==> src/sbl_pkg.sv <==
// Shared types and constants for the serial boot loader command interpreter.
// Assumes a single 20 MHz clock and an external flash controller with a done/fail handshake.
package sbl_pkg;

  // Protocol bytes
  localparam logic [7:0] SBL_ACK = 8'hcc;
  localparam logic [7:0] SBL_NAK = 8'h33;
  localparam logic [7:0] SBL_SYNC_OK = 8'hcc;

  // Command codes
  localparam logic [7:0] CMD_PING = 8'h20;
  localparam logic [7:0] CMD_DOWNLOAD = 8'h21;
  localparam logic [7:0] CMD_RUN = 8'h22;
  localparam logic [7:0] cmd_query_result = 8'h23;
  localparam logic [7:0] CMD_SEND_DATA = 8'h24;
  localparam logic [7:0] CMD_RESET = 8'h25;

  // Status codes (values arbitrary)
  localparam logic [7:0] STAT_OK = 8'h40;
  localparam logic [7:0] STAT_UNKNOWN = 8'h41;
  localparam logic [7:0] STAT_INVALID = 8'h42;
  localparam logic [7:0] STAT_FLASH_FAIL = 8'h43;

  // Packet framing
  localparam logic [7:0] PKT_MIN_LEN = 8'h03;
  localparam logic [7:0] PAY_MAX = 8'h10;
  localparam logic [7:0] PKT_MAX_LEN = 8'h12;
  localparam logic [7:0] LEN_DOWNLOAD = 8'h0b;
  localparam logic [7:0] LEN_RUN = 8'h07;
  localparam logic [7:0] RESP_LEN = 8'h03;

  // Autobaud: edges 1..9 of the sync pattern span 16 bit times
  localparam logic [3:0] AB_EDGE_MEAS = 4'h8;
  localparam logic [3:0] AB_EDGE_LAST = 4'h9;
  localparam int AB_SHIFT = 4;
  localparam logic [3:0] UART_STOP_BIT = 4'h9;

  // Synchroniser lane positions
  localparam int PIN_RXD = 0;
  localparam int PIN_SCK = 1;
  localparam int PIN_MOSI = 2;
  localparam int PIN_FSS = 3;

  typedef enum logic [1:0] {P_NONE, P_UART, P_SSI} sbl_port_e;

  typedef enum logic [3:0] {
    S_LEN, S_SUM, S_DATA, S_CHK, S_ACK, S_EXEC, S_PROG, S_RLEN, S_RSUM, S_RDAT, S_RWAIT
  } sbl_phase_e;

  typedef struct packed {
    logic erase;
    logic prog;
    logic [31:0] addr;
    logic [31:0] size;
    logic [7:0] data;
  } sbl_flash_req_s;

  typedef struct packed {
    logic [3:0][2:0] sy;
    logic [3:0] filt;
    sbl_port_e port;
    logic meas_on;
    logic [3:0] edge_cnt;
    logic [19:0] meas;
    logic [15:0] bit_len;
    logic rx_busy;
    logic rx_skip;
    logic [15:0] rx_tmr;
    logic [3:0] rx_bit;
    logic [7:0] rx_sh;
    logic tx_busy;
    logic [15:0] tx_tmr;
    logic [3:0] tx_bit;
    logic [9:0] tx_sh;
    logic txd;
    logic [2:0] s_bit;
    logic s_act;
    logic [7:0] s_rx;
    logic [7:0] s_tx;
    logic miso;
    logic tx_req;
    logic [7:0] tx_byte;
    sbl_phase_e st;
    sbl_phase_e after;
    logic [7:0] packet_length_byte;
    logic [7:0] packet_sum_byte;
    logic [7:0] calc;
    logic [7:0] idx;
    logic [15:0][7:0] pay;
    logic [7:0] status;
    logic [31:0] paddr;
    logic [31:0] remain;
    logic pfail;
    sbl_flash_req_s fl;
    logic run;
    logic [31:0] run_addr;
    logic srst;
  } sbl_state_s;

  localparam sbl_state_s SBL_RST = '{sy: 12'hfff, filt: 4'hf, port: P_NONE, txd: 1'b1, miso: 1'b1,
    st: S_LEN, after: S_LEN, status: STAT_OK, default: '0};

endpackage

==> src/sbl_loader.sv <==
// Serial boot loader command interpreter: UART with autobaud or SSI slave, packet engine, flash requests.
// Assumes the flash controller answers each erase/program request with FLASH_DONE_I (and FLASH_FAIL_I).
//
// Notes on behaviour
// - UART characters are 8 data bits, no parity, one stop bit.
// - Host sends two 0x55 bytes; device measures bit time, answers 0xCC.
// - First port used is locked; the other is ignored until reset.
// - SSI is Motorola format, phase one, polarity one, device is slave.
// - Packets open with total length byte; payload is length minus two.
// - Second byte is sum of payload bytes only.
// - Device answers each received packet with 0xCC good or 0x33 bad.
// - Device may pad with zeros, then sends its packet without a break.
// - Device skips zero padding; first non-zero byte is the host answer.
// - First payload byte is the command; the rest are parameters.
// - Ping 0x20 in three-byte packet only sets status to success.
// - Query 0x23 returns one-byte packet with last status; host answers it.
// - Download 0x21, eleven bytes: 32-bit address then size, MSB first.
// - A valid download erases the target area before the acknowledge goes out.
// - After download, status tells whether address and size are valid.
// - Data 0x24 programs from where the last ended until count is done.
// - Rejected data packet leaves the programming address unchanged.
// - Run 0x22 carries a 32-bit address; acknowledge first, then execute.
// - Reset 0x25 is acknowledged, then a full software reset follows.
`timescale 1ns/1ns

module sbl_loader #(
  parameter logic [31:0] FLASH_BYTES = 32'h0000_8000
) (
  // Clock and reset
  input wire logic CLK_I,
  input wire logic NRST_I,
  // Asynchronous serial port
  input wire logic UART_RXD_I,
  output logic UART_TXD_O,
  // Synchronous serial port, slave
  input wire logic SSI_CLK_I,
  input wire logic SSI_RX_I,
  input wire logic SSI_FRAME_N_I,
  output logic SSI_TX_O,
  output logic SSI_TX_OE_N_O,
  // Flash controller
  output sbl_pkg::sbl_flash_req_s FLASH_REQ_O,
  input wire logic FLASH_DONE_I,
  input wire logic FLASH_FAIL_I,
  // Hand-off
  output logic RUN_O,
  output logic [31:0] RUN_ADDR_O,
  output logic SOFT_RESET_O,
  output sbl_pkg::sbl_port_e LINK_O
);
  import sbl_pkg::*;

  sbl_state_s q;
  sbl_state_s n;

  function automatic logic [31:0] be32(input logic [15:0][7:0] p, input int at);
    be32 = {p[at], p[at + 1], p[at + 2], p[at + 3]};
  endfunction

  always_comb
  begin
    logic [3:0] pins;
    logic rx_fall;
    logic sck_fall;
    logic sck_rise;
    logic got;
    logic [7:0] b;
    logic s_got;
    logic [7:0] sb;
    logic [7:0] cur;
    logic tx_idle;
    logic good;
    logic [31:0] dl_addr;
    logic [31:0] dl_size;
    pins = {SSI_FRAME_N_I, SSI_RX_I, SSI_CLK_I, UART_RXD_I};
    got = 1'b0;
    b = 8'h00;
    s_got = 1'b0;
    sb = 8'h00;
    cur = 8'h00;
    good = 1'b0;
    dl_addr = be32(q.pay, 1);
    dl_size = be32(q.pay, 5);
    n = q;
    n.run = 1'b0;
    n.srst = 1'b0;

    // Three-stage pin capture; a level counts once stages two and three agree
    for (int i = 0; i < 4; i++)
    begin
      n.sy[i] = {q.sy[i][1:0], pins[i]};
      if (q.sy[i][1] == q.sy[i][2])
        n.filt[i] = q.sy[i][2];
    end
    rx_fall = q.filt[PIN_RXD] & ~n.filt[PIN_RXD];
    sck_fall = q.filt[PIN_SCK] & ~n.filt[PIN_SCK];
    sck_rise = ~q.filt[PIN_SCK] & n.filt[PIN_SCK];
    tx_idle = !q.tx_req && !q.tx_busy && !q.s_act;

    // Autobaud on the sync pair while no port is locked
    if (q.port == P_NONE)
    begin
      if (q.meas_on)
        n.meas = q.meas + 20'h1;
      if (q.meas_on && (&q.meas))
      begin
        n.meas_on = 1'b0;
        n.edge_cnt = 4'h0;
      end
      else if (rx_fall)
      begin
        if (!q.meas_on)
        begin
          n.meas_on = 1'b1;
          // Fall cycle counts too, so sixteen bit times read as exactly sixteen
          n.meas = 20'h1;
          n.edge_cnt = 4'h0;
        end
        else
        begin
          n.edge_cnt = q.edge_cnt + 4'h1;
          if (q.edge_cnt == AB_EDGE_MEAS - 4'h1)
            n.bit_len = q.meas[AB_SHIFT +: 16];
          if (q.edge_cnt == AB_EDGE_LAST - 4'h1)
          begin
            // Last pattern frame is swallowed so it never reads as a length byte
            n.meas_on = 1'b0;
            n.port = P_UART;
            n.rx_busy = 1'b1;
            n.rx_skip = 1'b1;
            n.rx_bit = 4'h0;
            n.rx_tmr = {1'b0, q.bit_len[15:1]};
            n.tx_req = 1'b1;
            n.tx_byte = SBL_SYNC_OK;
          end
        end
      end
    end

    // UART receiver and transmitter, 8N1
    if (q.port == P_UART)
    begin
      if (!q.rx_busy)
      begin
        if (rx_fall)
        begin
          n.rx_busy = 1'b1;
          n.rx_bit = 4'h0;
          n.rx_tmr = {1'b0, q.bit_len[15:1]};
        end
      end
      else if (q.rx_tmr != 16'h0)
        n.rx_tmr = q.rx_tmr - 16'h1;
      else
      begin
        n.rx_tmr = q.bit_len - 16'h1;
        n.rx_bit = q.rx_bit + 4'h1;
        if (q.rx_bit == 4'h0 && q.filt[PIN_RXD])
          n.rx_busy = 1'b0;
        else if (q.rx_bit == UART_STOP_BIT)
        begin
          n.rx_busy = 1'b0;
          n.rx_skip = 1'b0;
          got = q.filt[PIN_RXD] && !q.rx_skip;
          b = q.rx_sh;
        end
        else if (q.rx_bit != 4'h0)
          n.rx_sh = {q.filt[PIN_RXD], q.rx_sh[7:1]};
      end
      if (!q.tx_busy)
      begin
        if (q.tx_req)
        begin
          n.tx_req = 1'b0;
          n.tx_busy = 1'b1;
          n.tx_sh = {1'b1, q.tx_byte, 1'b0};
          n.tx_bit = 4'h0;
          n.tx_tmr = q.bit_len - 16'h1;
        end
      end
      else if (q.tx_tmr != 16'h0)
        n.tx_tmr = q.tx_tmr - 16'h1;
      else
      begin
        n.tx_tmr = q.bit_len - 16'h1;
        n.tx_sh = {1'b1, q.tx_sh[9:1]};
        n.tx_bit = q.tx_bit + 4'h1;
        if (q.tx_bit == UART_STOP_BIT)
          n.tx_busy = 1'b0;
      end
    end
    n.txd = n.tx_busy ? n.tx_sh[0] : 1'b1;

    // SSI slave, mode 3: drive on falling, sample on rising; SCK at most clk/12 keeps edges visible
    if (q.port != P_UART)
    begin
      if (q.filt[PIN_FSS])
      begin
        n.s_bit = 3'h0;
        n.s_act = 1'b0;
      end
      else
      begin
        if (sck_fall)
        begin
          if (q.s_bit == 3'h0)
          begin
            // Nothing queued means a zero pad byte goes out
            if (q.tx_req && q.port == P_SSI)
            begin
              cur = q.tx_byte;
              n.tx_req = 1'b0;
            end
            n.miso = cur[7];
            n.s_tx = {cur[6:0], 1'b0};
            n.s_act = 1'b1;
          end
          else
          begin
            n.miso = q.s_tx[7];
            n.s_tx = {q.s_tx[6:0], 1'b0};
          end
        end
        if (sck_rise)
        begin
          n.s_rx = {q.s_rx[6:0], q.filt[PIN_MOSI]};
          n.s_bit = q.s_bit + 3'h1;
          if (q.s_bit == 3'h7)
          begin
            n.s_act = 1'b0;
            s_got = 1'b1;
            sb = {q.s_rx[6:0], q.filt[PIN_MOSI]};
          end
        end
      end
      if (s_got && q.port == P_SSI)
      begin
        got = 1'b1;
        b = sb;
      end
      else if (s_got && sb != 8'h00 && q.port == P_NONE)
      begin
        n.port = P_SSI;
        n.meas_on = 1'b0;
        got = 1'b1;
        b = sb;
      end
    end

    // Packet engine
    unique case (q.st)
      S_LEN:
        if (got && b != 8'h00)
        begin
          n.packet_length_byte = b;
          n.calc = 8'h00;
          n.idx = 8'h00;
          n.st = S_SUM;
        end
      S_SUM:
        if (got)
        begin
          n.packet_sum_byte = b;
          n.st = (q.packet_length_byte < PKT_MIN_LEN) ? S_CHK : S_DATA;
        end
      S_DATA:
        if (got)
        begin
          n.calc = q.calc + b;
          if (q.idx < PAY_MAX)
            n.pay[q.idx[3:0]] = b;
          n.idx = q.idx + 8'h1;
          if (q.idx == q.packet_length_byte - 8'h03)
            n.st = S_CHK;
        end
      S_CHK:
      begin
        good = q.calc == q.packet_sum_byte && q.packet_length_byte >= PKT_MIN_LEN &&
          q.packet_length_byte <= PKT_MAX_LEN;
        n.st = S_ACK;
        n.after = S_EXEC;
        n.tx_req = 1'b1;
        n.tx_byte = SBL_ACK;
        if (!good)
        begin
          n.tx_byte = SBL_NAK;
          n.after = S_LEN;
        end
        else if (q.pay[0] == CMD_DOWNLOAD)
        begin
          n.tx_req = 1'b0;
          n.st = S_EXEC;
        end
      end
      S_ACK:
        if (tx_idle)
          n.st = q.after;
      S_EXEC:
      begin
        n.st = S_LEN;
        unique case (q.pay[0])
          CMD_PING:
            n.status = (q.packet_length_byte == PKT_MIN_LEN) ? STAT_OK : STAT_INVALID;
          cmd_query_result:
            n.st = S_RLEN;
          CMD_DOWNLOAD:
          begin
            n.st = S_ACK;
            n.after = S_LEN;
            if (!q.fl.erase)
            begin
              if (q.packet_length_byte != LEN_DOWNLOAD || dl_size == 32'h0 || dl_addr >= FLASH_BYTES ||
                dl_size > FLASH_BYTES - dl_addr)
              begin
                n.status = STAT_INVALID;
                n.remain = 32'h0;
                n.tx_req = 1'b1;
                n.tx_byte = SBL_ACK;
              end
              else
              begin
                n.paddr = dl_addr;
                n.remain = dl_size;
                n.fl.erase = 1'b1;
                n.fl.addr = dl_addr;
                n.fl.size = dl_size;
                n.st = S_EXEC;
              end
            end
            else if (FLASH_DONE_I)
            begin
              n.fl.erase = 1'b0;
              n.status = FLASH_FAIL_I ? STAT_FLASH_FAIL : STAT_OK;
              n.tx_req = 1'b1;
              n.tx_byte = SBL_ACK;
            end
            else
              n.st = S_EXEC;
          end
          CMD_SEND_DATA:
            if (q.remain == 32'h0)
              n.status = STAT_INVALID;
            else
            begin
              n.pfail = 1'b0;
              n.idx = 8'h01;
              n.st = S_PROG;
            end
          CMD_RUN:
            if (q.packet_length_byte != LEN_RUN)
              n.status = STAT_INVALID;
            else
            begin
              n.run_addr = be32(q.pay, 1);
              n.run = 1'b1;
              n.status = STAT_OK;
            end
          CMD_RESET:
            n.srst = 1'b1;
          default:
            n.status = STAT_UNKNOWN;
        endcase
      end
      S_PROG:
        if (!q.fl.prog)
        begin
          if (q.idx == q.packet_length_byte - 8'h02 || q.remain == 32'h0)
          begin
            n.status = q.pfail ? STAT_FLASH_FAIL : STAT_OK;
            n.st = S_LEN;
          end
          else
          begin
            n.fl.prog = 1'b1;
            n.fl.addr = q.paddr;
            n.fl.data = q.pay[q.idx[3:0]];
          end
        end
        else if (FLASH_DONE_I)
        begin
          // Address advances only for data that was acknowledged and executed
          n.fl.prog = 1'b0;
          n.paddr = q.paddr + 32'h1;
          n.remain = q.remain - 32'h1;
          n.idx = q.idx + 8'h1;
          if (FLASH_FAIL_I)
            n.pfail = 1'b1;
        end
      S_RLEN:
        if (!q.tx_req)
        begin
          n.tx_req = 1'b1;
          n.tx_byte = RESP_LEN;
          n.st = S_RSUM;
        end
      S_RSUM:
        if (!q.tx_req)
        begin
          n.tx_req = 1'b1;
          n.tx_byte = q.status;
          n.st = S_RDAT;
        end
      S_RDAT:
        if (!q.tx_req)
        begin
          n.tx_req = 1'b1;
          n.tx_byte = q.status;
          n.st = S_RWAIT;
        end
      S_RWAIT:
        if (got && b != 8'h00)
          n.st = S_LEN;
    endcase
  end

  always_ff @(posedge CLK_I)
  begin
    if (!NRST_I)
      q <= SBL_RST;
    else
      q <= n;
  end

  assign UART_TXD_O = q.txd;
  assign SSI_TX_O = q.miso;
  assign SSI_TX_OE_N_O = q.filt[PIN_FSS] || q.port == P_UART;
  assign FLASH_REQ_O = q.fl;
  assign RUN_O = q.run;
  assign RUN_ADDR_O = q.run_addr;
  assign SOFT_RESET_O = q.srst;
  assign LINK_O = q.port;

endmodule // sbl_loader

==> config.mk <==
export PLATFORM = sky130hd
export DESIGN_NAME = sbl_loader
export DESIGN_NICKNAME = d
export VERILOG_FILES = /design/src/sbl_pkg.sv /design/src/sbl_loader.sv
export SDC_FILE = /design/constraint.sdc
export NUM_CORES = 1
export LEC_CHECK = 0
export CAP_MARGIN = 20
export CORE_MARGIN = 2
export CORE_UTILIZATION = 43
export DETAILED_ROUTE_END_ITERATION = 6
export DONT_BUFFER_PORTS = 1
export PLACE_DENSITY_LB_ADDON = 0.2
export SYNTH_ARGS = -nofsm -noshare
export SYNTH_HDL_FRONTEND = slang
export SYNTH_SLANG_ARGS = --single-unit
==> constraint.sdc <==
create_clock -name CLK_I -period 12.8 [get_ports CLK_I]
set_input_delay 0.64 -clock CLK_I [delete_from_list [all_inputs] [get_ports CLK_I]]
set_output_delay 0.64 -clock CLK_I [all_outputs]
set_load 0.005 [all_outputs]
# --- After elaboration in Yosys (flattened, before gate mapping) ---
# Cells that the tools add are included.
totals:
  register_bits: 500
  word_cells: 397
  output_inout_bits: 113
classes:
  eq_ne: 62
  n_bitwise: 16
  n_addsub: 15
  magnitude_cmp: 8
  reduce_logical: 68
  muxes: 164
ops:
  columns: ["operator", "n"]
  rows:
  - ["2-to-1 mux 65 bit", 6]
  - ["2-to-1 mux 64 bit", 5]
  - ["2-to-1 mux 8 bit", 30]
  - ["one-hot mux 73 bit (2 select lines)", 1]
  - ["2-to-1 mux 144 bit", 1]
  - ["bitwise mux 128 bit", 1]
  - ["2-to-1 mux 128 bit", 1]
  - ["2-to-1 mux 20 bit", 5]
  - ["2-to-1 mux 32 bit", 3]
  - ["2-to-1 mux 9 bit", 9]
  - ["2-to-1 mux 33 bit", 2]
  - ["zero test 32 bit", 2]
  - ["2-to-1 mux 16 bit", 4]
  - ["one-hot mux 32 bit (2 select lines)", 1]
  - ["2-to-1 mux 31 bit", 2]
  - ["2-to-1 mux 61 bit", 1]
  - ["2-to-1 mux 58 bit", 1]
  - ["2-to-1 mux 13 bit", 4]
  - ["equality test 8 x 6 -> 1 bit (second input constant)", 6]
  - ["subtractor 16 x 1 -> 16 bit (second input constant)", 3]
  - ["2-to-1 mux 1 bit", 47]
  - ["one-hot mux 9 bit (5 select lines)", 1]
  - ["one-hot mux 4 bit (11 select lines)", 1]
  - ["inequality test 2 bit (second input constant)", 21]
  - ["68 further kinds", 175]

# --- Depth between registers and ports, before layout ---
depth:
  depth_word: 19
  mapped_depth: 21

# --- Least setup slack after synthesis ---
# No wires, ideal clock.
synth_path:
  path_type: "reg-to-reg"
  from: "register with a tool-made name"
  to: "register q (netlist bit FLASH_REQ_O[49])"
  setup_ns: 0.078
  path_stages_with_launch: 21
  path_slack_ns: 8.282
  t_arrival_ns: 4.440
  path_buffers: 1
  period_less_slack_ns: 4.518
  path_cell_list: "dfxtp_1 > inv_1 > ha_1 > nor3b_1 > and3_1 > nand2_1 > nand2_1 > nand2_1 > nor4_1 > nand2_1 > xnor2_1 > ha_1 > nand4_1 > nor4_1 > and2_1 > a21oi_1 > or4_1 > nor4_2 > buf_2 > a221oi_1 > nor3_1"
synth_rtl:
  columns: ["element", "line", "text"]
  rows:
  - ["end signal, assigned", "sbl_loader.sv:421", "q <= n;"]
  - ["end, declared", "sbl_loader.sv:53", "sbl_state_s q;"]

==> flow_summary.yaml <==
run_status:
  status: "completed"
floorplan:
  core_sq_um: 59130
  pin_count: 121
  start_util: 0.4364
  die_w_um: 249.0
  std_cell_rows: 89
  die_y_um: 249.0
  die-area_sq_um: 61990
placement:
  dp_hpwl_um: 55690
  place.gp.congestion: 0.9603
  port_buffers: 0
  dpl_cell_area_sq_um: 25460
power:
  combPwrFrac: 0.026
  seqPwrFrac: 0.469
  p_sw_w: 0.0007312
  p_int_w: 0.002558
  power_density_nw_per_um2: 120.1
  switching_share: 0.2223
  power.share.clock: 0.504
  peakVddDrop_uv: 88.15
  power.leakage_nw: 9.531
logic_synthesis:
  synth_seq_cells: 489
  synth_top_flop_cell: "dfxtp_1"
  synth-seq-area-share: 0.3793
  ys_types: 88
  synth_nets: 3254
  syn_area_sq_um: 25810
  synthesis.instances: 3180
  avgSynthCellArea_sq_um: 8.115
  yosysWarnings: 0
  synth-async-reset-ratio: 0
  synth_edf_count: 0
routing:
  detail-route-antenna-nets: 0
  drt_pass1_iterations: 6
  wl_per_cell_um: 21.40
  vias_per_cell: 6.063
  first_iter_violations: 2338
  route.detailed.drc: 0
  routed_wl_um: 80650
  vias: 22850
sta:
  slew_headroom: 0.3150
  hold_slack_ns: 0.1311
  drv_slew: 0
  finalHoldViolations: 0
  worstMarginPinSlew_ns: 1.024
  fin_tns_setup_ns: 0
  skew_ns: 0.02727
  grt_setup_unrepaired: "no"
  finalWorstPathRequiredPeriod_ns: 5.498
  post-route-period-util: 0.4295
  timing.fmax_ghz: 0.1819
  setup_viol_count_final: 0
clocking:
  cts_buffer_depth: 3
  cts_sinks: 489
  cts-root-buf: "clkbuf_16"
  cts_resized: 0
  post-cts-setup-buffers: 0
  holdBufCountCts: 0
  cts_inserted_buffers: 55
  clk_latency_ns: 0.63
  cts_tree: "done"
  htreeDepth: 2
  clk_pin_slew_worst_paths_ns: 0.06
grt:
  grt_pass1_wl_um: 125300
  grt_overflow: 0
  antenna_found_initial: 2
  first_global_vias: 21260
  track_usage: 0.2518
  grt_max_degree: 191
worst_setup_path:
  path_class: "reg -> reg"
  cp-end-kind: "flip-flop"
  critPathLaunchType: "flip-flop"
  crit_required_ns: 13.31
  path_max_fanout: 37
  arrival_ns: 6.00
layout:
  drive_gt1_frac: 0.09449
  fillers: 5674
  final_cell_mix: "dfxtp_1 (487), nor2_1 (414), nand2_1 (333), a21oi_1 (273), nand3_1 (166)"
  multi_input_area_sq_um: 14190
  layout.nets: 3027
  final_cell_area_sq_um: 27380
  final_common_cell: "dfxtp_1"
  area_growth_pct: 6.090
  regArea_sq_um: 9792
hold_path:
  hold_path.startpoint: "SSI_RX_I"
  hold_path_class: "in -> reg"
flow_run:
  maxCapViolations: 0
cells in the mapped netlist (14+ instances only):
master    count  area, sq um
dfxtp_1     489         9789
nor2_1      417         1565
nand2_1     334         1254
a21oi_1     275         1376
clkbuf_1    193        724.4
nand3_1     166        830.8
o21ai_0     147        735.7
buf_4       109        818.3
nor3_1      108        540.5
mux2i_1      66        660.6
ha_1         65        813.3
a31o_2       61        534.3
xor2_1       57        499.2
xnor2_1      54        473.0
a211oi_1     47        352.8
inv_1        41        153.9
mux4_2       40        900.9
nor4_1       40        250.2
a22oi_1      38        285.3
nand4_1      33        206.5
nand2b_1     31        193.9
nor2b_1      30        187.7
a221oi_1     29        254.0
or3_1        22        137.6
a31oi_1      20        125.1
buf_2        17        85.08
nor3b_1      16        120.1
and3_1       14        87.58
metal layers:
layer  global-route usage  vias up  wire [um]
met1               0.3413    11000      35820
met3              0.04713      175       5988
met5                    0        -         15
met4              0.08762        2       2603
met2               0.4014      859      36220
li1                     -    10810          -
area by class of cell:
class,instances,share of cell area
antenna,1,0.00009140
clock buffer,80,0.05808
clock inverter,19,0.01056
inverter,47,0.006718
multi-input combinational,2314,0.5184
sequential,489,0.3576
tap,773,0.03533
timing repair buffer,46,0.01321
final timing paths:
path	slack, ns	cells after the start	end
worst min register to register	0.41	1	n[493]
worst max-delay path	7.30	21	q[152]
worst min-delay path	0.13	1	n[495]
worst max register to register	7.30	21	q[152]
cell families after synthesis:
group,count (synthesis),synth area share
AND/OR/NAND/NOR,1285,0.2327
buffers and inverters,377,0.07258
adder cells (fa/ha/maj),66,0.03229
multiplexers,106,0.06051
flip-flops,489,0.3793
AO/OA/AOI/OAI,746,0.1850
XOR/XNOR,111,0.03767
critical path: stages (launching register included):
cell and delay, ns:
dfxtp_1 0.41, inv_1 0.12, ha_1 0.18, nor3b_1 0.37
and3_1 0.31, nand2_1 0.08, nand2_1 0.13, nand2_1 0.15
nor4_1 0.48, nand2_1 0.13, xnor2_1 0.15, ha_1 0.31
nand4_1 0.19, or4_1 0.58, nor2_1 0.20, o31a_1 0.37
nor4_4 0.09, buf_4 0.28, nor2_2 0.14, buf_4 0.34
a21oi_1 0.09, o221a_2 0.29
power by group through the flow:
stage / logic (W) / registers (W) / clock network [W]
floorplan: 0.0000831 / 0.00157 / 0
global placement: 0.0000847 / 0.00158 / 0
detailed placement: 0.0000850 / 0.00158 / 0
CTS: 0.0000857 / 0.00154 / 0.00169
global route: 0.0000954 / 0.00155 / 0.00176
finish: 0.0000863 / 0.00154 / 0.00166
per-stage QoR:
| stage | instances | worst slack [ns] | total power, W | utilization |
|---|---|---|---|---|
| floorplan | 3180 | 8.282 | 0.001649 | - |
| global placement | 3665 | 7.560 | 0.001662 | 0.4304 |
| detailed placement | 3666 | 7.396 | 0.001662 | 0.4305 |
| CTS | 3765 | 7.367 | 0.003316 | 0.4623 |
| global route | 3768 | 6.883 | 0.003398 | 0.4630 |
| finish | 3769 | 7.302 | 0.003290 | 0.4630 |
(Power assumes the default switching activity.)
